--- config.mk ---
export PLATFORM = sky130hd
export DESIGN_NAME = adcc_core
export DESIGN_NICKNAME = d
export VERILOG_FILES = /design/src/adcc_pkg.sv /design/src/adcc_clkdiv.sv /design/src/adcc_core.sv
export SDC_FILE = /design/constraint.sdc
export NUM_CORES = 1
export LEC_CHECK = 0
export BUFFER_PORTS_ARGS = -buffer_cell sky130_fd_sc_hd__buf_2
export CAP_MARGIN = 20
export CELL_PAD_IN_SITES_DETAIL_PLACEMENT = 0
export CELL_PAD_IN_SITES_GLOBAL_PLACEMENT = 1
export CORE_MARGIN = 8
export CORE_UTILIZATION = 40
export DETAILED_ROUTE_END_ITERATION = 16
export PLACE_DENSITY_LB_ADDON = 0.3
export RECOVER_POWER = 100
export SYNTH_ARGS = -nofsm -noshare
export SYNTH_HDL_FRONTEND = slang
export SYNTH_SLANG_ARGS = --single-unit
--- constraint.sdc ---
create_clock -name clk -period 3.5 [get_ports clk]
set_input_delay 0.175 -clock clk [delete_from_list [all_inputs] [get_ports clk]]
set_output_delay 0.175 -clock clk [all_outputs]
set_load 0.02 [all_outputs]
--- src/adcc_pkg.sv ---
// Package of constants for the converter control block
package adcc_pkg;
  // ************************************************************
  // Widths and field positions
  // ************************************************************
  localparam int RES_W     = 10;        // Result width
  localparam int CH_W      = 4;         // Channel select width
  localparam int EOC_BIT   = 7;         // Flag bit in status byte
  localparam int SPEED_BIT = 6;
  localparam int ON_BIT    = 5;
  localparam int SLOW_BIT  = 4;
  // ************************************************************
  // Values after reset and saturation codes
  // ************************************************************
  localparam logic [7:0] CSR_RESET  = 8'h00;
  localparam logic [7:0] HIGH_RESET = 8'h00;
  localparam logic [7:0] LOW_RESET  = 8'h00;
  localparam logic [7:0] SAT_HIGH   = 8'hFF;  // Over upper reference
  localparam logic [7:0] SAT_LOW    = 8'h03;
  localparam logic [7:0] ZERO_BYTE  = 8'h00;  // Under lower reference
  // ************************************************************
  // Times in ns and counts of cycles
  // ************************************************************
  localparam int STAB_NS     = 4000;          // Settling after halt, ns
  localparam int CLK_NS      = 4;             // Clock period, ns
  localparam int STAB_CYCLES = (STAB_NS + CLK_NS - 1) / CLK_NS;
  localparam int SAR_STEPS   = 10;            // One step per result bit
  // ************************************************************
  // Sequencer states
  // ************************************************************
  typedef enum logic [3:0] {
    ADCC_OFF    = 4'b0001,
    ADCC_SETTLE = 4'b0010,
    ADCC_SAMPLE = 4'b0100,
    ADCC_CONV   = 4'b1000
  } adcc_state_t;
endpackage : adcc_pkg

--- src/adcc_clkdiv.sv ---
// Converter clock tick generator from the two clock-select bits
module adcc_clkdiv (
  // Clock and reset
  input  wire logic clk,
  input  wire logic rst,
  // Select bits
  input  wire logic slow,
  input  wire logic speed,
  // Converter clock tick
  output logic      tick
);
  import adcc_pkg::*;

  logic [1:0] cnt_reg;   // Prescaler count
  logic [1:0] cnt_next;
  logic       tick_reg;
  logic       tick_next;

  // ************************************************************
  // Divide ratio selection
  // ************************************************************
  // Next count and tick; both-set reads the same as /2
  always_comb begin
    cnt_next  = cnt_reg + 2'h1;
    tick_next = 1'b0;
    if (!slow && speed) begin       // Full CPU clock
      cnt_next  = 2'h0;
      tick_next = 1'b1;
    end else if (slow && !speed) begin  // Divide by four
      tick_next = (cnt_reg == 2'h3);
    end else begin                  // Divide by two
      tick_next = cnt_reg[0];
      cnt_next  = {1'b0, ~cnt_reg[0]};
    end
  end

  // Register the divider
  always_ff @(posedge clk or posedge rst) begin
    if (rst) begin
      cnt_reg  <= 2'h0;
      tick_reg <= 1'b0;
    end else begin
      cnt_reg  <= cnt_next;
      tick_reg <= tick_next;
    end
  end

  assign tick = tick_reg;
endmodule // adcc_clkdiv

--- src/adcc_core.sv ---
// Control of a 10-bit successive approximation converter
// What this block does
// Converter on starts continuous conversions
// Each completion sets flag, loads result if unlocked
// High byte read clears complete flag
// Over upper reference saturates to FFh/03h
// Under lower reference gives zero result
// Channel change restarts, clears flag
// Low byte read locks both bytes
// High read or converter off unlocks
// Locked result bytes take no update
// Software: poll, read low, read high
// Software: poll, read high for 8 bits
// Converter off stops conversion
// Wait mode leaves converter unchanged
// Halt disables; settle time after wake
// Ten-bit result, sixteen channel mux
// No interrupt; completion only polled
// Status write clears flag; flag read-only
// Channel field binary selects input
// High byte bits 9:2, low bits 1:0
// Two select bits set converter clock
module adcc_core #(
  parameter int STAB_CNT = adcc_pkg::STAB_CYCLES   // Settle cycles after halt
) (
  // Clock and reset
  input  wire logic                     clk,
  input  wire logic                     rst,
  // Status register access from the CPU
  input  wire logic                     csr_wr,        // Write strobe, one cycle
  input  wire logic [7:0]               csr_wdata,
  input  wire logic                     high_rd,       // Read strobe of high byte
  input  wire logic                     low_rd,        // Read strobe of low byte
  output logic      [7:0]               conv_ctrl_status_reg,
  output logic      [7:0]               result_high_byte_reg,
  output logic      [7:0]               result_low_byte_reg,
  // Power modes
  input  wire logic                     cpu_wait,      // Ignored on purpose
  input  wire logic                     cpu_halt,
  output logic                          stab_done,     // Results trusted again
  // Analog front end
  output logic      [adcc_pkg::CH_W-1:0] channel_select,
  output logic                          analog_enable,
  output logic                          sample_hold,
  output logic      [adcc_pkg::RES_W-1:0] dac_code,    // Trial code to comparator
  input  wire logic                     comp_in,       // Comparator, asynchronous
  input  wire logic                     over_range_in, // Above upper reference
  input  wire logic                     under_range_in // Below lower reference
);
  import adcc_pkg::*;

  // ************************************************************
  // Control bits and synchronisers
  // ************************************************************
  logic [7:0]       csr_reg, csr_next;         // Status/control byte
  logic [7:0]       high_reg, high_next;       // Result bits 9:2
  logic [7:0]       low_reg, low_next;         // Result bits 1:0
  logic             lock_reg, lock_next;       // Result lock
  logic [2:0]       s1_reg, s2_reg;            // Comparator and range syncs
  adcc_state_t      state_reg, state_next;
  logic [RES_W-1:0] sar_reg, sar_next;         // Approximation register
  logic [3:0]       step_reg, step_next;       // Bit being tried
  logic [31:0]      stab_reg, stab_next;       // Settle countdown
  logic [1:0]       age_reg, age_next;         // Clocks since the trial code moved
  logic [RES_W-1:0] dac_reg, dac_next;         // Registered trial code
  logic             stab_done_reg, stab_done_next; // Registered settle flag
  logic             step_go;                   // Comparator answer is settled
  logic             ana_reg, ana_next;
  logic             sh_reg, sh_next;
  logic             tick;
  logic             conv_on;
  logic             chan_change;
  logic             done;
  logic [RES_W-1:0] trial;
  logic [RES_W-1:0] result;

  // Converter clock prescaler
  adcc_clkdiv adcc_clkdiv_inst (
    .clk   (clk),
    .rst   (rst),
    .slow  (csr_reg[SLOW_BIT]),
    .speed (csr_reg[SPEED_BIT]),
    .tick  (tick)
  );

  // Two-stage synchronisers; first stage read only by the second
  always_ff @(posedge clk or posedge rst) begin
    if (rst) begin
      s1_reg <= 3'h0;
      s2_reg <= 3'h0;
    end else begin
      s1_reg <= {under_range_in, over_range_in, comp_in};
      s2_reg <= s1_reg;
    end
  end

  // Halt gates the converter; wait is deliberately not looked at
  assign conv_on     = csr_reg[ON_BIT] && !cpu_halt;
  assign chan_change = csr_wr && (csr_wdata[CH_W-1:0] != csr_reg[CH_W-1:0]);
  assign trial       = sar_reg | (RES_W'(1) << step_reg);
  // Comparator crosses two flops; a decision waits two clocks after the code moves
  assign step_go     = tick && age_reg[1];
  assign done        = (state_reg == ADCC_CONV) && step_go && (step_reg == 4'h0);

  // ************************************************************
  // Conversion sequencer
  // ************************************************************
  // One sample phase, then one bit per step_go (a tick at least two clocks after the code moves), MSB first
  always_comb begin
    state_next = state_reg;
    sar_next   = sar_reg;
    step_next  = step_reg;
    stab_next  = stab_reg;
    ana_next   = conv_on;
    sh_next    = 1'b0;
    age_next   = (age_reg == 2'h3) ? age_reg : age_reg + 2'h1;  // Saturating age
    unique case (state_reg)
      ADCC_OFF: begin
        if (conv_on) begin
          state_next = ADCC_SETTLE;
          stab_next  = 32'(STAB_CNT);
        end
      end
      ADCC_SETTLE: begin
        // Settle countdown; conversions run meanwhile are flagged untrusted
        state_next = ADCC_SAMPLE;
      end
      ADCC_SAMPLE: begin
        sh_next = 1'b1;
        if (tick) begin
          state_next = ADCC_CONV;
          sar_next   = '0;
          step_next  = 4'(SAR_STEPS - 1);
          age_next   = 2'h0;                    // First trial code goes out
        end
      end
      ADCC_CONV: begin
        if (step_go) begin
          age_next = 2'h0;                      // Next trial code goes out
          if (s2_reg[0])                        // Keep bit if input above trial
            sar_next = trial;
          if (step_reg == 4'h0)
            state_next = ADCC_SAMPLE;           // Continuous mode
          else
            step_next = step_reg - 4'h1;
        end
      end
    endcase
    if (stab_reg != 32'h0 && conv_on)
      stab_next = stab_reg - 32'h1;
    if (!conv_on) begin
      state_next = ADCC_OFF;
      ana_next   = 1'b0;
    end else if (chan_change) begin             // Abort and restart
      state_next = ADCC_SAMPLE;
    end
    // Registered copies of the trial code and the settle flag
    dac_next       = sar_next | (RES_W'(1) << step_next);
    stab_done_next = (stab_next == 32'h0);
  end

  // Register the sequencer
  always_ff @(posedge clk or posedge rst) begin
    if (rst) begin
      state_reg <= ADCC_OFF;
      sar_reg   <= '0;
      step_reg  <= 4'h0;
      stab_reg  <= 32'h0;
      ana_reg   <= 1'b0;
      sh_reg    <= 1'b0;
      age_reg   <= 2'h0;
      dac_reg   <= '0;
      stab_done_reg <= 1'b1;
    end else begin
      state_reg <= state_next;
      sar_reg   <= sar_next;
      step_reg  <= step_next;
      stab_reg  <= stab_next;
      ana_reg   <= ana_next;
      sh_reg    <= sh_next;
      age_reg   <= age_next;
      dac_reg   <= dac_next;
      stab_done_reg <= stab_done_next;
    end
  end

  // ************************************************************
  // Result, flag and lock
  // ************************************************************
  // Final bit folded in here; range detectors override the code
  always_comb begin
    result = s2_reg[0] ? trial : sar_reg;
    if (s2_reg[1])
      result = {SAT_HIGH, SAT_LOW[1:0]};
    else if (s2_reg[2])
      result = {ZERO_BYTE, ZERO_BYTE[1:0]};
  end

  // Registers, flag and lock next values
  always_comb begin
    csr_next  = csr_reg;
    high_next = high_reg;
    low_next  = low_reg;
    lock_next = lock_reg;
    if (csr_wr) begin
      csr_next[6:0]   = csr_wdata[6:0];         // Flag bit not writable
      csr_next[EOC_BIT] = 1'b0;
    end
    if (high_rd)
      csr_next[EOC_BIT] = 1'b0;
    if (low_rd)
      lock_next = 1'b1;
    if (high_rd || !csr_next[ON_BIT])
      lock_next = 1'b0;
    if (chan_change)
      csr_next[EOC_BIT] = 1'b0;
    else if (done && conv_on) begin
      csr_next[EOC_BIT] = 1'b1;                 // Set beats a read clear
      if (!lock_next) begin                     // Low read now freezes the old pair
        high_next = result[RES_W-1:2];
        low_next  = {6'h00, result[1:0]};
      end
    end
  end

  // Register file
  always_ff @(posedge clk or posedge rst) begin
    if (rst) begin
      csr_reg  <= CSR_RESET;
      high_reg <= HIGH_RESET;
      low_reg  <= LOW_RESET;
      lock_reg <= 1'b0;
    end else begin
      csr_reg  <= csr_next;
      high_reg <= high_next;
      low_reg  <= low_next;
      lock_reg <= lock_next;
    end
  end

  // Outputs; channel code drives the mux straight
  assign conv_ctrl_status_reg = csr_reg;
  assign result_high_byte_reg = high_reg;
  assign result_low_byte_reg  = low_reg;
  assign channel_select       = csr_reg[CH_W-1:0];
  assign analog_enable        = ana_reg;
  assign sample_hold          = sh_reg;
  assign dac_code             = dac_reg;
  assign stab_done            = stab_done_reg;   // No interrupt output
endmodule // adcc_core

==> results of run 1 <==
[layout by cell type (no fill, tap or decap), types with 5 or more instances in the layout]
cell,count
a21oi_1,41
xnor2_1,5
a211oi_1,6
o22ai_1,10
or4_1,10
o21ai_0,14
or3_1,5
dfrtp_1,91
or2_2,5
nor3_1,19
buf_2,15
nand3_1,8
mux2_2,7
nor2_1,69
xor2_1,18
nor3b_1,5
conb_1,6
buf_4,11
clkbuf_1,44
o31ai_1,5
nor4_1,11
inv_1,10
nor4b_1,6
clkbuf_16,9
ha_1,8
nand2_1,25
[through the flow]
step	util [%]	std cells	power, mW	hold WS [ps]	instance area [um^2]
finish	46.3	668	3.34	37.8	5220
global route	46.3	668	3.55	44.4	5220
CTS	46.8	666	3.38	33.7	5270
detailed placement	43.8	647	2.37	284	4940
global placement	43.8	647	2.36	283	4940
floorplan	-	467	2.12	206	4560
[power by group]
group	internal [mW]	leakage, nW	switching, mW
registers	1.23	1.21	0.192
clock network	0.560	0.143	0.427
logic	0.362	1.00	0.561
total	2.16	2.36	1.18
[kinds of logic (layout without fill, tap and decap cells)]
family	Yosys count	in the layout	synth area share, %
XOR/XNOR	23	23	4.44
AND/OR/NAND/NOR	187	187	21.5
multiplexers	8	8	1.96
AO/OA/AOI/OAI	99	99	13.5
adder cells (fa/ha/maj)	8	8	2.20
other	1	6	0.0826
buffers and inverters	43	101	5.04
flip-flops	93	93	51.3
[layer usage]
| metal | global-route usage [%] | vias to the layer above | routed length, um |
|---|---|---|---|
| li1 | - | 1753 | - |
| met1 | 18.8 | 1736 | 4860 |
| met2 | 24.5 | 47 | 5180 |
| met3 | 3.73 | 12 | 300 |
| met4 | 4.87 | 0 | 137 |
| met5 | 0 | - | 0 |
[worst max-delay path, delay by kind of cell, from the launching register on]
family / cells / cell delay (ps)
and+or+nand+nor: 6 / 2640
DFF: 1 / 420
AOI/OAI and AO/OA: 1 / 190
[cell type report]
class                      count  area (um^2)  share of cell area, %
inverter                      12         46.3                  0.887
sequential                    93         2330                   44.7
tap                          143          179                   3.43
multi-input combinational    331         2000                   38.4
clock buffer                  10          229                   4.39
clock inverter                 6         72.6                   1.39
timing repair buffer          73          359                   6.88
[path summary, 6_finish.rpt]
| path | slack [ps] | cells after the start | endpoint | from |
|---|---|---|---|---|
| worst max-delay path | 160 | 7 | stab_done | stab_reg[18] |
| worst min-delay path | 40 | 3 | conv_ctrl_status_reg[4] | csr_wdata[4] |
| worst max register to register | 160 | 7 | stab_done | stab_reg[18] |
| worst min register to register | 350 | 0 | s2_reg[1] | s1_reg[1] |
| max in group asynchronous | 640 | 5 | age_reg[1] | rst |
| min in group asynchronous | 550 | 3 | stab_reg[20] | rst |
[timing repair]
action	CTS	global route
endpoints found under the hold margin	3	20
resized for setup	0	1
hold buffers	3	1
endpoints found under the setup margin	0	1
==> out/results.txt, run 1 <==
DRT Pass-1 Iters -> 4
synth-to-layout area growth -> 14.9%
Max-Cap Viols -> 1
Seq/Total Area, Yosys -> 51.3%
largest net degree at the start of global routing -> 59
relative slew slack -> -31.3%
DRC -> 0
Worst-Margin Slew -> 1970 ps
Worst Hold Class -> in -> reg
VDD IR-drop max -> 0.337 mV
DR vias/cell -> 5.31
number of global-route vias before repair -> 3,528
most common cell in the synthesized netlist -> dfrtp_1
final hold vios -> 0
row cnt -> 39
outcome -> finished, violations left
global route overflow -> 0
CTS tree -> done
DR WL/cell -> 15.7 um
Die ar. -> 15,000 um^2
clock sink total -> 93
via count of the routed design -> 3,548
Layout fillers -> 1,115
number of buffers created by CTS -> 9
CP Cell Sequence -> or4_4 -> or4b_4 -> or3_4 -> a21bo_1 -> or4_1 -> or4_1 -> nor4_2
die height -> 123 um
slowest stage cell, crit path -> or4b_4
syn avg cell area -> 9.83 um^2
crit start category -> flip-flop
Setup Crit Path Kind -> reg -> reg
top_reg_cell synth -> dfrtp_1
dpl ws -> 112 ps
latest clock arrival within the worst-skew pair -> 340 ps
starting density of the core -> 40.3%
CTS max path bufs -> 2
port bufs -> 50
initial DRC count -> 252
post-route setup TNS -> 0 ps
leading area contributor after synthesis -> dfrtp_1
Detail Placement HPWL -> 7.60 mm
Layout Skew -> 4.35 ps
RSZ-0062 raised after global routing -> false
Post-Syn Area -> 4540 um^2
antenna violations before repair -> 0
total track usage -> 14.9%
Die W -> 123 um
Final nets -> 546
post-synth cell types -> 59
postcts setup bufs -> 0
Clock transition at path regs -> 70 ps
Synth warnings -> 0
number of synthesized register bits -> 93
Cell Pwr Density -> 639 nW/um^2
min cycle time layout -> 3340 ps
top post-synthesis cells by area -> dfrtp_1, nor2_1, a21oi_1
fraction of layout cells with a size suffix above 1 -> 11.8%
Root Buffer -> clkbuf_16
CP max stage delay -> 600 ps
Critical Path AT -> 3600 ps
max frequency -> 300 MHz
Crit. End Element -> flip-flop
Crit path top cell by count -> or4_1
Worst Path Max Fanout -> 8
Core Box Area -> 11,300 um^2
WP data required -> 3760 ps
H-tree levels -> 3
top cells by count, synth -> dfrtp_1, nor2_1, a21oi_1
Async SR Flop Fraction -> 100%
P_leak -> 2.36 nW
Cells after Synth -> 462
Setup Viol. Count Final -> 0
first-pass GRT wire length -> 17.7 mm
failing checks -> max-capacitance violations, max-slew violations
Inserted Diodes -> 0
Ports -> 59
max FFs per register -> 32
placer congestion estimate -> 0.801
EDFF count, synth -> 0
Tcrit/Tclk final -> 95.4%
Routed WL -> 10.5 mm
Synth top area share -> 50.1%
Max Slew Vio Count -> 38
Final ANT Viol Nets -> 0
final worst slack -> 162 ps
No activity file was read; power rests on OpenSTA's default activity.
==> inputs of run 2 (changes only) <==
--- a/config.mk
+++ b/config.mk
@@ -10,10 +10,11 @@
 export CELL_PAD_IN_SITES_DETAIL_PLACEMENT = 0
 export CELL_PAD_IN_SITES_GLOBAL_PLACEMENT = 1
 export CORE_MARGIN = 8
-export CORE_UTILIZATION = 40
+export CORE_UTILIZATION = 37
 export DETAILED_ROUTE_END_ITERATION = 16
 export PLACE_DENSITY_LB_ADDON = 0.3
 export RECOVER_POWER = 100
+export REMOVE_ABC_BUFFERS = 1
 export SYNTH_ARGS = -nofsm -noshare
 export SYNTH_HDL_FRONTEND = slang
 export SYNTH_SLANG_ARGS = --single-unit
==> out/results.txt, run 2 (synthesis gave the netlist of run 1 again) <==
relative slew slack -> -53.6% (was -31.3%)
final hold vios -> 0 (unchanged)
final hold slack -> 33.8 ps (was 37.8 ps)
row cnt -> 40 (was 39)
max frequency -> 300 MHz (about the same)
DR vias/cell -> 5.35 (was 5.31)
starting density of the core -> 37.8% (was 40.3%)
synth-to-layout area growth -> 14.2% (was 14.9%)
max FFs per register -> 32 (unchanged)
fraction of layout cells with a size suffix above 1 -> 11.9% (was 11.8%)
total track usage -> 13.9% (was 14.9%)
DRC -> 0 (unchanged)
Critical Path AT -> 3580 ps (was 3600 ps)
Post-CTS Resized -> 0 (unchanged)
port bufs -> 50 (unchanged)
Die ar. -> 16,100 um^2 (was 15,000 um^2)
failing checks -> max-capacitance violations, max-slew violations (unchanged)
latest clock arrival within the worst-skew pair -> 340 ps (about the same)
Core Box Area -> 12,000 um^2 (was 11,300 um^2)
Final nets -> 544 (was 546)
VDD IR-drop max -> 0.353 mV (was 0.337 mV)
Tcrit/Tclk final -> 95.1% (was 95.4%)
P_leak -> 2.35 nW (was 2.36 nW)
worst reg2reg setup slack -> 170 ps (was 160 ps)
Root Buffer -> clkbuf_16 (unchanged)
Die W -> 127 um (was 123 um)
number of global-route vias before repair -> 3,670 (was 3,528)
Final ANT Viol Nets -> 0 (unchanged)
DR WL/cell -> 15.8 um (was 15.7 um)
Setup Viol. Count Final -> 0 (unchanged)
Worst-Margin Slew -> 2300 ps (was 1970 ps)
Clock transition at path regs -> 70 ps (about the same)
number of buffers created by CTS -> 9 (unchanged)
Worst Path Max Fanout -> 5 (was 8)
antenna violations before repair -> 0 (unchanged)
outcome -> finished, violations left (unchanged)
FF-to-FF End -> stab_done (unchanged)
CTS max path bufs -> 2 (unchanged)
crit start category -> flip-flop (unchanged)
initial DRC count -> 189 (was 252)
clock sink total -> 93 (unchanged)
global route overflow -> 0 (unchanged)
Inst Count DP -> 650 (was 647)
Max-Cap Viols -> 1 (unchanged)
Finished Layout Cells -> 670 (was 668)
Reg2Reg Depth -> 7 (unchanged)
Routed WL -> 10.6 mm (was 10.5 mm)
placer congestion estimate -> 0.827 (was 0.801)
Layout fillers -> 1,194 (was 1,115)
commonest non-fill, non-tap cell in the layout -> dfrtp_1 (unchanged)
post-route setup TNS -> 0 ps (unchanged)
largest net degree at the start of global routing -> 94 (was 59)
via count of the routed design -> 3,584 (was 3,548)
DRT Pass-1 Iters -> 6 (was 4)
Layout Skew -> 9.41 ps (was 4.35 ps)
Setup Crit Path Kind -> reg -> reg (unchanged)
Inserted Diodes -> 0 (unchanged)
Ports -> 59 (unchanged)
Worst Hold Class -> in -> reg (unchanged)
Cell Pwr Density -> 635 nW/um^2 (was 639 nW/um^2)
first-pass GRT wire length -> 18.2 mm (was 17.7 mm)
WP data required -> 3750 ps (was 3760 ps)
min cycle time layout -> 3330 ps (was 3340 ps)
leading cell types in the layout, fill and taps excluded -> dfrtp_1, nor2_1, a21oi_1, clkbuf_1, nand2_1 (was dfrtp_1, nor2_1, clkbuf_1)
CP Launch Point -> stab_reg[18] (unchanged)
die height -> 127 um (was 123 um)
Max Slew Vio Count -> 94 (was 38)
worst r2r src -> stab_reg[18] (unchanged)
Crit. End Element -> flip-flop (unchanged)
RSZ-0062 raised after global routing -> false (unchanged)
H-tree levels -> 3 (unchanged)
min-delay src -> csr_wdata[4] (unchanged)
CTS tree -> done (unchanged)
crit path to -> stab_done (unchanged)
Detail Placement HPWL -> 7.48 mm (was 7.60 mm)
[run 2: changes by cell type in the layout (fill, tap and decap cells not counted), sizes merged]
cell    change
inv         +2
buf         -1
bufinv      -1
clkbuf      -2
[run 2: worst min-delay path by stage]
| stage | end | slack [ps] | cells past startpoint |
|---|---|---|---|
| 2_1_floorplan | s1_reg[0] | 210 | 0 |
| 3_3_place_gp | s1_reg[0] | 280 | 1 |
| 3_5_place_dp | s1_reg[1] | 280 | 1 |
| 4_1_cts | conv_ctrl_status_reg[4] | 20 | 3 |
| 5_1_grt | conv_ctrl_status_reg[4] | 60 | 3 |
| 6_report | conv_ctrl_status_reg[4] | 30 | 3 |
[run 2: per-layer routing]
metal,part of all wire (%),GRT usage (%),vias to the layer above
li1,-,-,1752
met1,48,17.9,1745
met2,47,21.6,73
met3,3.5,4.15,14
met4,2.0,4.83,0
met5,0,0,-
[run 2: critical path, stage by stage, from the launching register on]
cell and delay (ps):
dfrtp_1 420, or4_4 570, or4b_4 540, or3_1 420
a21bo_1 210, or4_1 510, or4_1 430, nor4_2 140
[run 2: cell type report]
cell class,count,area [um^2],share of cell area [%]
timing repair buffer,71,352,6.78
sequential,93,2330,44.9
inverter,12,46.3,0.892
clock inverter,7,55.1,1.06
tap,147,184,3.54
multi-input combinational,331,2000,38.5
clock buffer,9,225,4.34
[run 2: repair_timing]
| item | CTS | global route |
|---|---|---|
| setup buffers | 0 | 0 |
| endpoints found under the hold margin | 94 | 0 |
| hold buffers | 4 | 0 |
[run 2: metrics by stage]
step / setup slack [ps] / utilization, % / cell area [um^2] / power, mW
after floorplan: -7.77 / - / 4380 / 2.06
after global placement: 213 / 41.2 / 4950 / 2.38
after detailed placement: 183 / 41.2 / 4950 / 2.38
after CTS: 163 / 43.9 / 5270 / 3.34
after global routing: 38.4 / 43.2 / 5190 / 3.51
final: 170 / 43.2 / 5190 / 3.30
[run 2: power breakdown]
group / leakage, nW / switching, mW / internal, mW
logic: 0.998 / 0.573 / 0.367
clock network: 0.138 / 0.438 / 0.490
registers: 1.21 / 0.195 / 1.23
total: 2.35 / 1.21 / 2.09
==> inputs of run 3 (changes only) <==
--- a/config.mk
+++ b/config.mk
@@ -12,6 +12,7 @@
 export CORE_MARGIN = 8
 export CORE_UTILIZATION = 37
 export DETAILED_ROUTE_END_ITERATION = 16
+export HOLD_SLACK_MARGIN = 0.03
 export PLACE_DENSITY_LB_ADDON = 0.3
 export RECOVER_POWER = 100
 export REMOVE_ABC_BUFFERS = 1
==> constraint.sdc (replaced) <==
create_clock -name clk -period 4.07 [get_ports clk]
set_input_delay 0.2035 -clock clk [delete_from_list [all_inputs] [get_ports clk]]
set_output_delay 0.2035 -clock clk [all_outputs]
set_load 0.02 [all_outputs]
==> out/results.txt, run 3 (synthesis gave the netlist of run 1 again) <==
Crit. End Element -> flip-flop (unchanged)
Die W -> 127 um (unchanged)
RSZ-0062 raised after global routing -> false (unchanged)
Crit path buffers/inverters -> 0 (unchanged)
CP Cell Sequence -> or4_4 -> or4b_1 -> or3_1 -> a21bo_1 -> or4_1 -> or4_1 -> nor4_2 (was or4_4 -> or4b_4 -> or3_1 -> a21bo_1 -> or4_1 -> or4_1 -> nor4_2)
DR vias/cell -> 5.44 (was 5.35)
combinational share of power -> 26.6% (was 28.5%)
WP data required -> 4320 ps (was 3750 ps)
Worst-Margin Slew -> 2330 ps (was 2300 ps)
P_int -> 1.88 mW (was 2.09 mW)
Core Box Area -> 12,000 um^2 (unchanged)
synth-to-layout area growth -> 13.6% (was 14.2%)
placer congestion estimate -> 0.829 (was 0.827)
post-route setup TNS -> 0 ps (unchanged)
clock sink total -> 93 (unchanged)
max FFs per register -> 32 (unchanged)
Hold Buf Count CTS -> 3 (was 4)
switch share -> 34.9% (was 36.6%)
VDD IR-drop max -> 0.265 mV (was 0.353 mV)
Clock transition at path regs -> 60 ps (was 70 ps)
min-delay src -> csr_wdata[4] (unchanged)
Inst Count DP -> 642 (was 650)
failing checks -> max-capacitance violations, max-slew violations (unchanged)
Tcrit/Tclk final -> 92.6% (was 95.1%)
number of global-route vias before repair -> 3,570 (was 3,670)
max frequency -> 265 MHz (was 300 MHz)
Post-CTS Resized -> 0 (unchanged)
fraction of layout cells with a size suffix above 1 -> 10.7% (was 11.9%)
Max Slew Vio Count -> 52 (was 94)
CTS tree -> done (unchanged)
largest net degree at the start of global routing -> 52 (was 94)
number of buffers created by CTS -> 9 (unchanged)
first-pass GRT wire length -> 18.0 mm (was 18.2 mm)
Inserted Diodes -> 0 (unchanged)
Critical Path AT -> 4020 ps (was 3580 ps)
Crit path top cell by count -> or4_1 (unchanged)
commonest non-fill, non-tap cell in the layout -> dfrtp_1 (unchanged)
Max-Cap Viols -> 1 (unchanged)
Die ar. -> 16,100 um^2 (unchanged)
P_leak -> 2.33 nW (was 2.35 nW)
power share of the clock group -> 30.9% (was 28.2%)
die height -> 127 um (unchanged)
port bufs -> 50 (unchanged)
final hold vios -> 0 (unchanged)
relative slew slack -> -56.2% (was -53.6%)
Worst path top cell family by delay -> simple AND/OR/NAND/NOR gates (unchanged)
CP Launch Point -> stab_reg[15] (was stab_reg[18])
total track usage -> 13.9% (about the same)
outcome -> finished, violations left (unchanged)
P_sw -> 1.01 mW (was 1.21 mW)
Setup Viol. Count Final -> 0 (unchanged)
worst r2r src -> stab_reg[15] (was stab_reg[18])
Detail Placement HPWL -> 7.64 mm (was 7.48 mm)
antenna violations before repair -> 0 (unchanged)
CP max stage delay -> 680 ps (was 570 ps)
postcts setup bufs -> 0 (unchanged)
Cell Pwr Density -> 560 nW/um^2 (was 635 nW/um^2)
row cnt -> 40 (unchanged)
via count of the routed design -> 3,592 (was 3,584)
DRC -> 0 (unchanged)
latest clock arrival within the worst-skew pair -> 350 ps (was 340 ps)
crit start category -> flip-flop (unchanged)
CTS max path bufs -> 2 (unchanged)
Layout Skew -> 10.5 ps (was 9.41 ps)
FF+latch area -> 2330 um^2 (unchanged)
Routed WL -> 10.7 mm (was 10.6 mm)
DRT Pass-1 Iters -> 4 (was 6)
Final ANT Viol Nets -> 0 (unchanged)
DR WL/cell -> 16.2 um (was 15.8 um)
slowest stage cell, crit path -> or4b_1 (was or4_4)
Root Buffer -> clkbuf_16 (unchanged)
Ports -> 59 (unchanged)
Layout fillers -> 1,171 (was 1,194)
min cycle time layout -> 3770 ps (was 3330 ps)
initial DRC count -> 206 (was 189)
area of the multi-input gates -> 2000 um^2 (about the same)
Final nets -> 535 (was 544)
Sequential Power Share -> 42.6% (was 43.3%)
starting density of the core -> 37.8% (unchanged)
leading cell types in the layout, fill and taps excluded -> dfrtp_1, nor2_1, a21oi_1 (was dfrtp_1, nor2_1, a21oi_1, clkbuf_1, nand2_1)
H-tree levels -> 3 (unchanged)
Worst Hold Class -> in -> reg (unchanged)
global route overflow -> 0 (unchanged)
Setup Crit Path Kind -> reg -> reg (unchanged)
Worst Path Max Fanout -> 9 (was 5)
Finished Layout Cells -> 660 (was 670)
run 3: layer usage:
metal	GRT usage (%)	up-vias	part of all wire [%]
met5	0	-	0
met4	5.18	0	1.7
met3	3.73	9	4.5
met2	21.8	85	47
met1	18.0	1768	46
li1	-	1730	-
run 3: per-stage QoR:
stage / setup WS [ps] / power (mW) / area [um^2] / hold slack (ps) / util, %
finish: 302 / 2.89 / 5160 / 64.3 / 42.9
global route: 158 / 3.07 / 5160 / 86.6 / 42.9
CTS: 408 / 2.93 / 5220 / 54.3 / 43.5
detailed placement: 420 / 2.02 / 4880 / 313 / 40.6
global placement: 476 / 2.01 / 4880 / 312 / 40.6
floorplan: 562 / 1.77 / 4380 / 235 / -
run 3: path summary, 6_finish.rpt:
check                           depth (start not counted)  slack, ps                 endpoint
worst max register to register                          7        300                stab_done
worst max-delay path                                    7        300                stab_done
max in group asynchronous                               3       1690  conv_ctrl_status_reg[7]
worst min register to register                          0        350                s2_reg[1]
worst min-delay path                                    3         60  conv_ctrl_status_reg[4]
min in group asynchronous                               2        490  result_high_byte_reg[1]
run 3: tightest hold or removal path, stage by stage:
cell     delay (ps)
buf_2            80
nand2_1          40
o21ai_0          50
run 3: cell type report:
class | instances | share of cell area (%)
tap | 147 | 3.57
clock inverter | 6 | 1.70
sequential | 93 | 45.2
timing repair buffer | 62 | 5.56
clock buffer | 9 | 4.37
multi-input combinational | 331 | 38.7
inverter | 12 | 0.898
run 3: power by group through the flow:
| stage | sequential, mW | clock (mW) | combinational [mW] |
|---|---|---|---|
| 2_1_floorplan | 1.24 | 0 | 0.533 |
| 3_3_place_gp | 1.24 | 0 | 0.779 |
| 3_5_place_dp | 1.24 | 0 | 0.775 |
| 4_1_cts | 1.23 | 0.921 | 0.784 |
| 5_1_grt | 1.26 | 0.955 | 0.859 |
| 6_report | 1.23 | 0.892 | 0.768 |
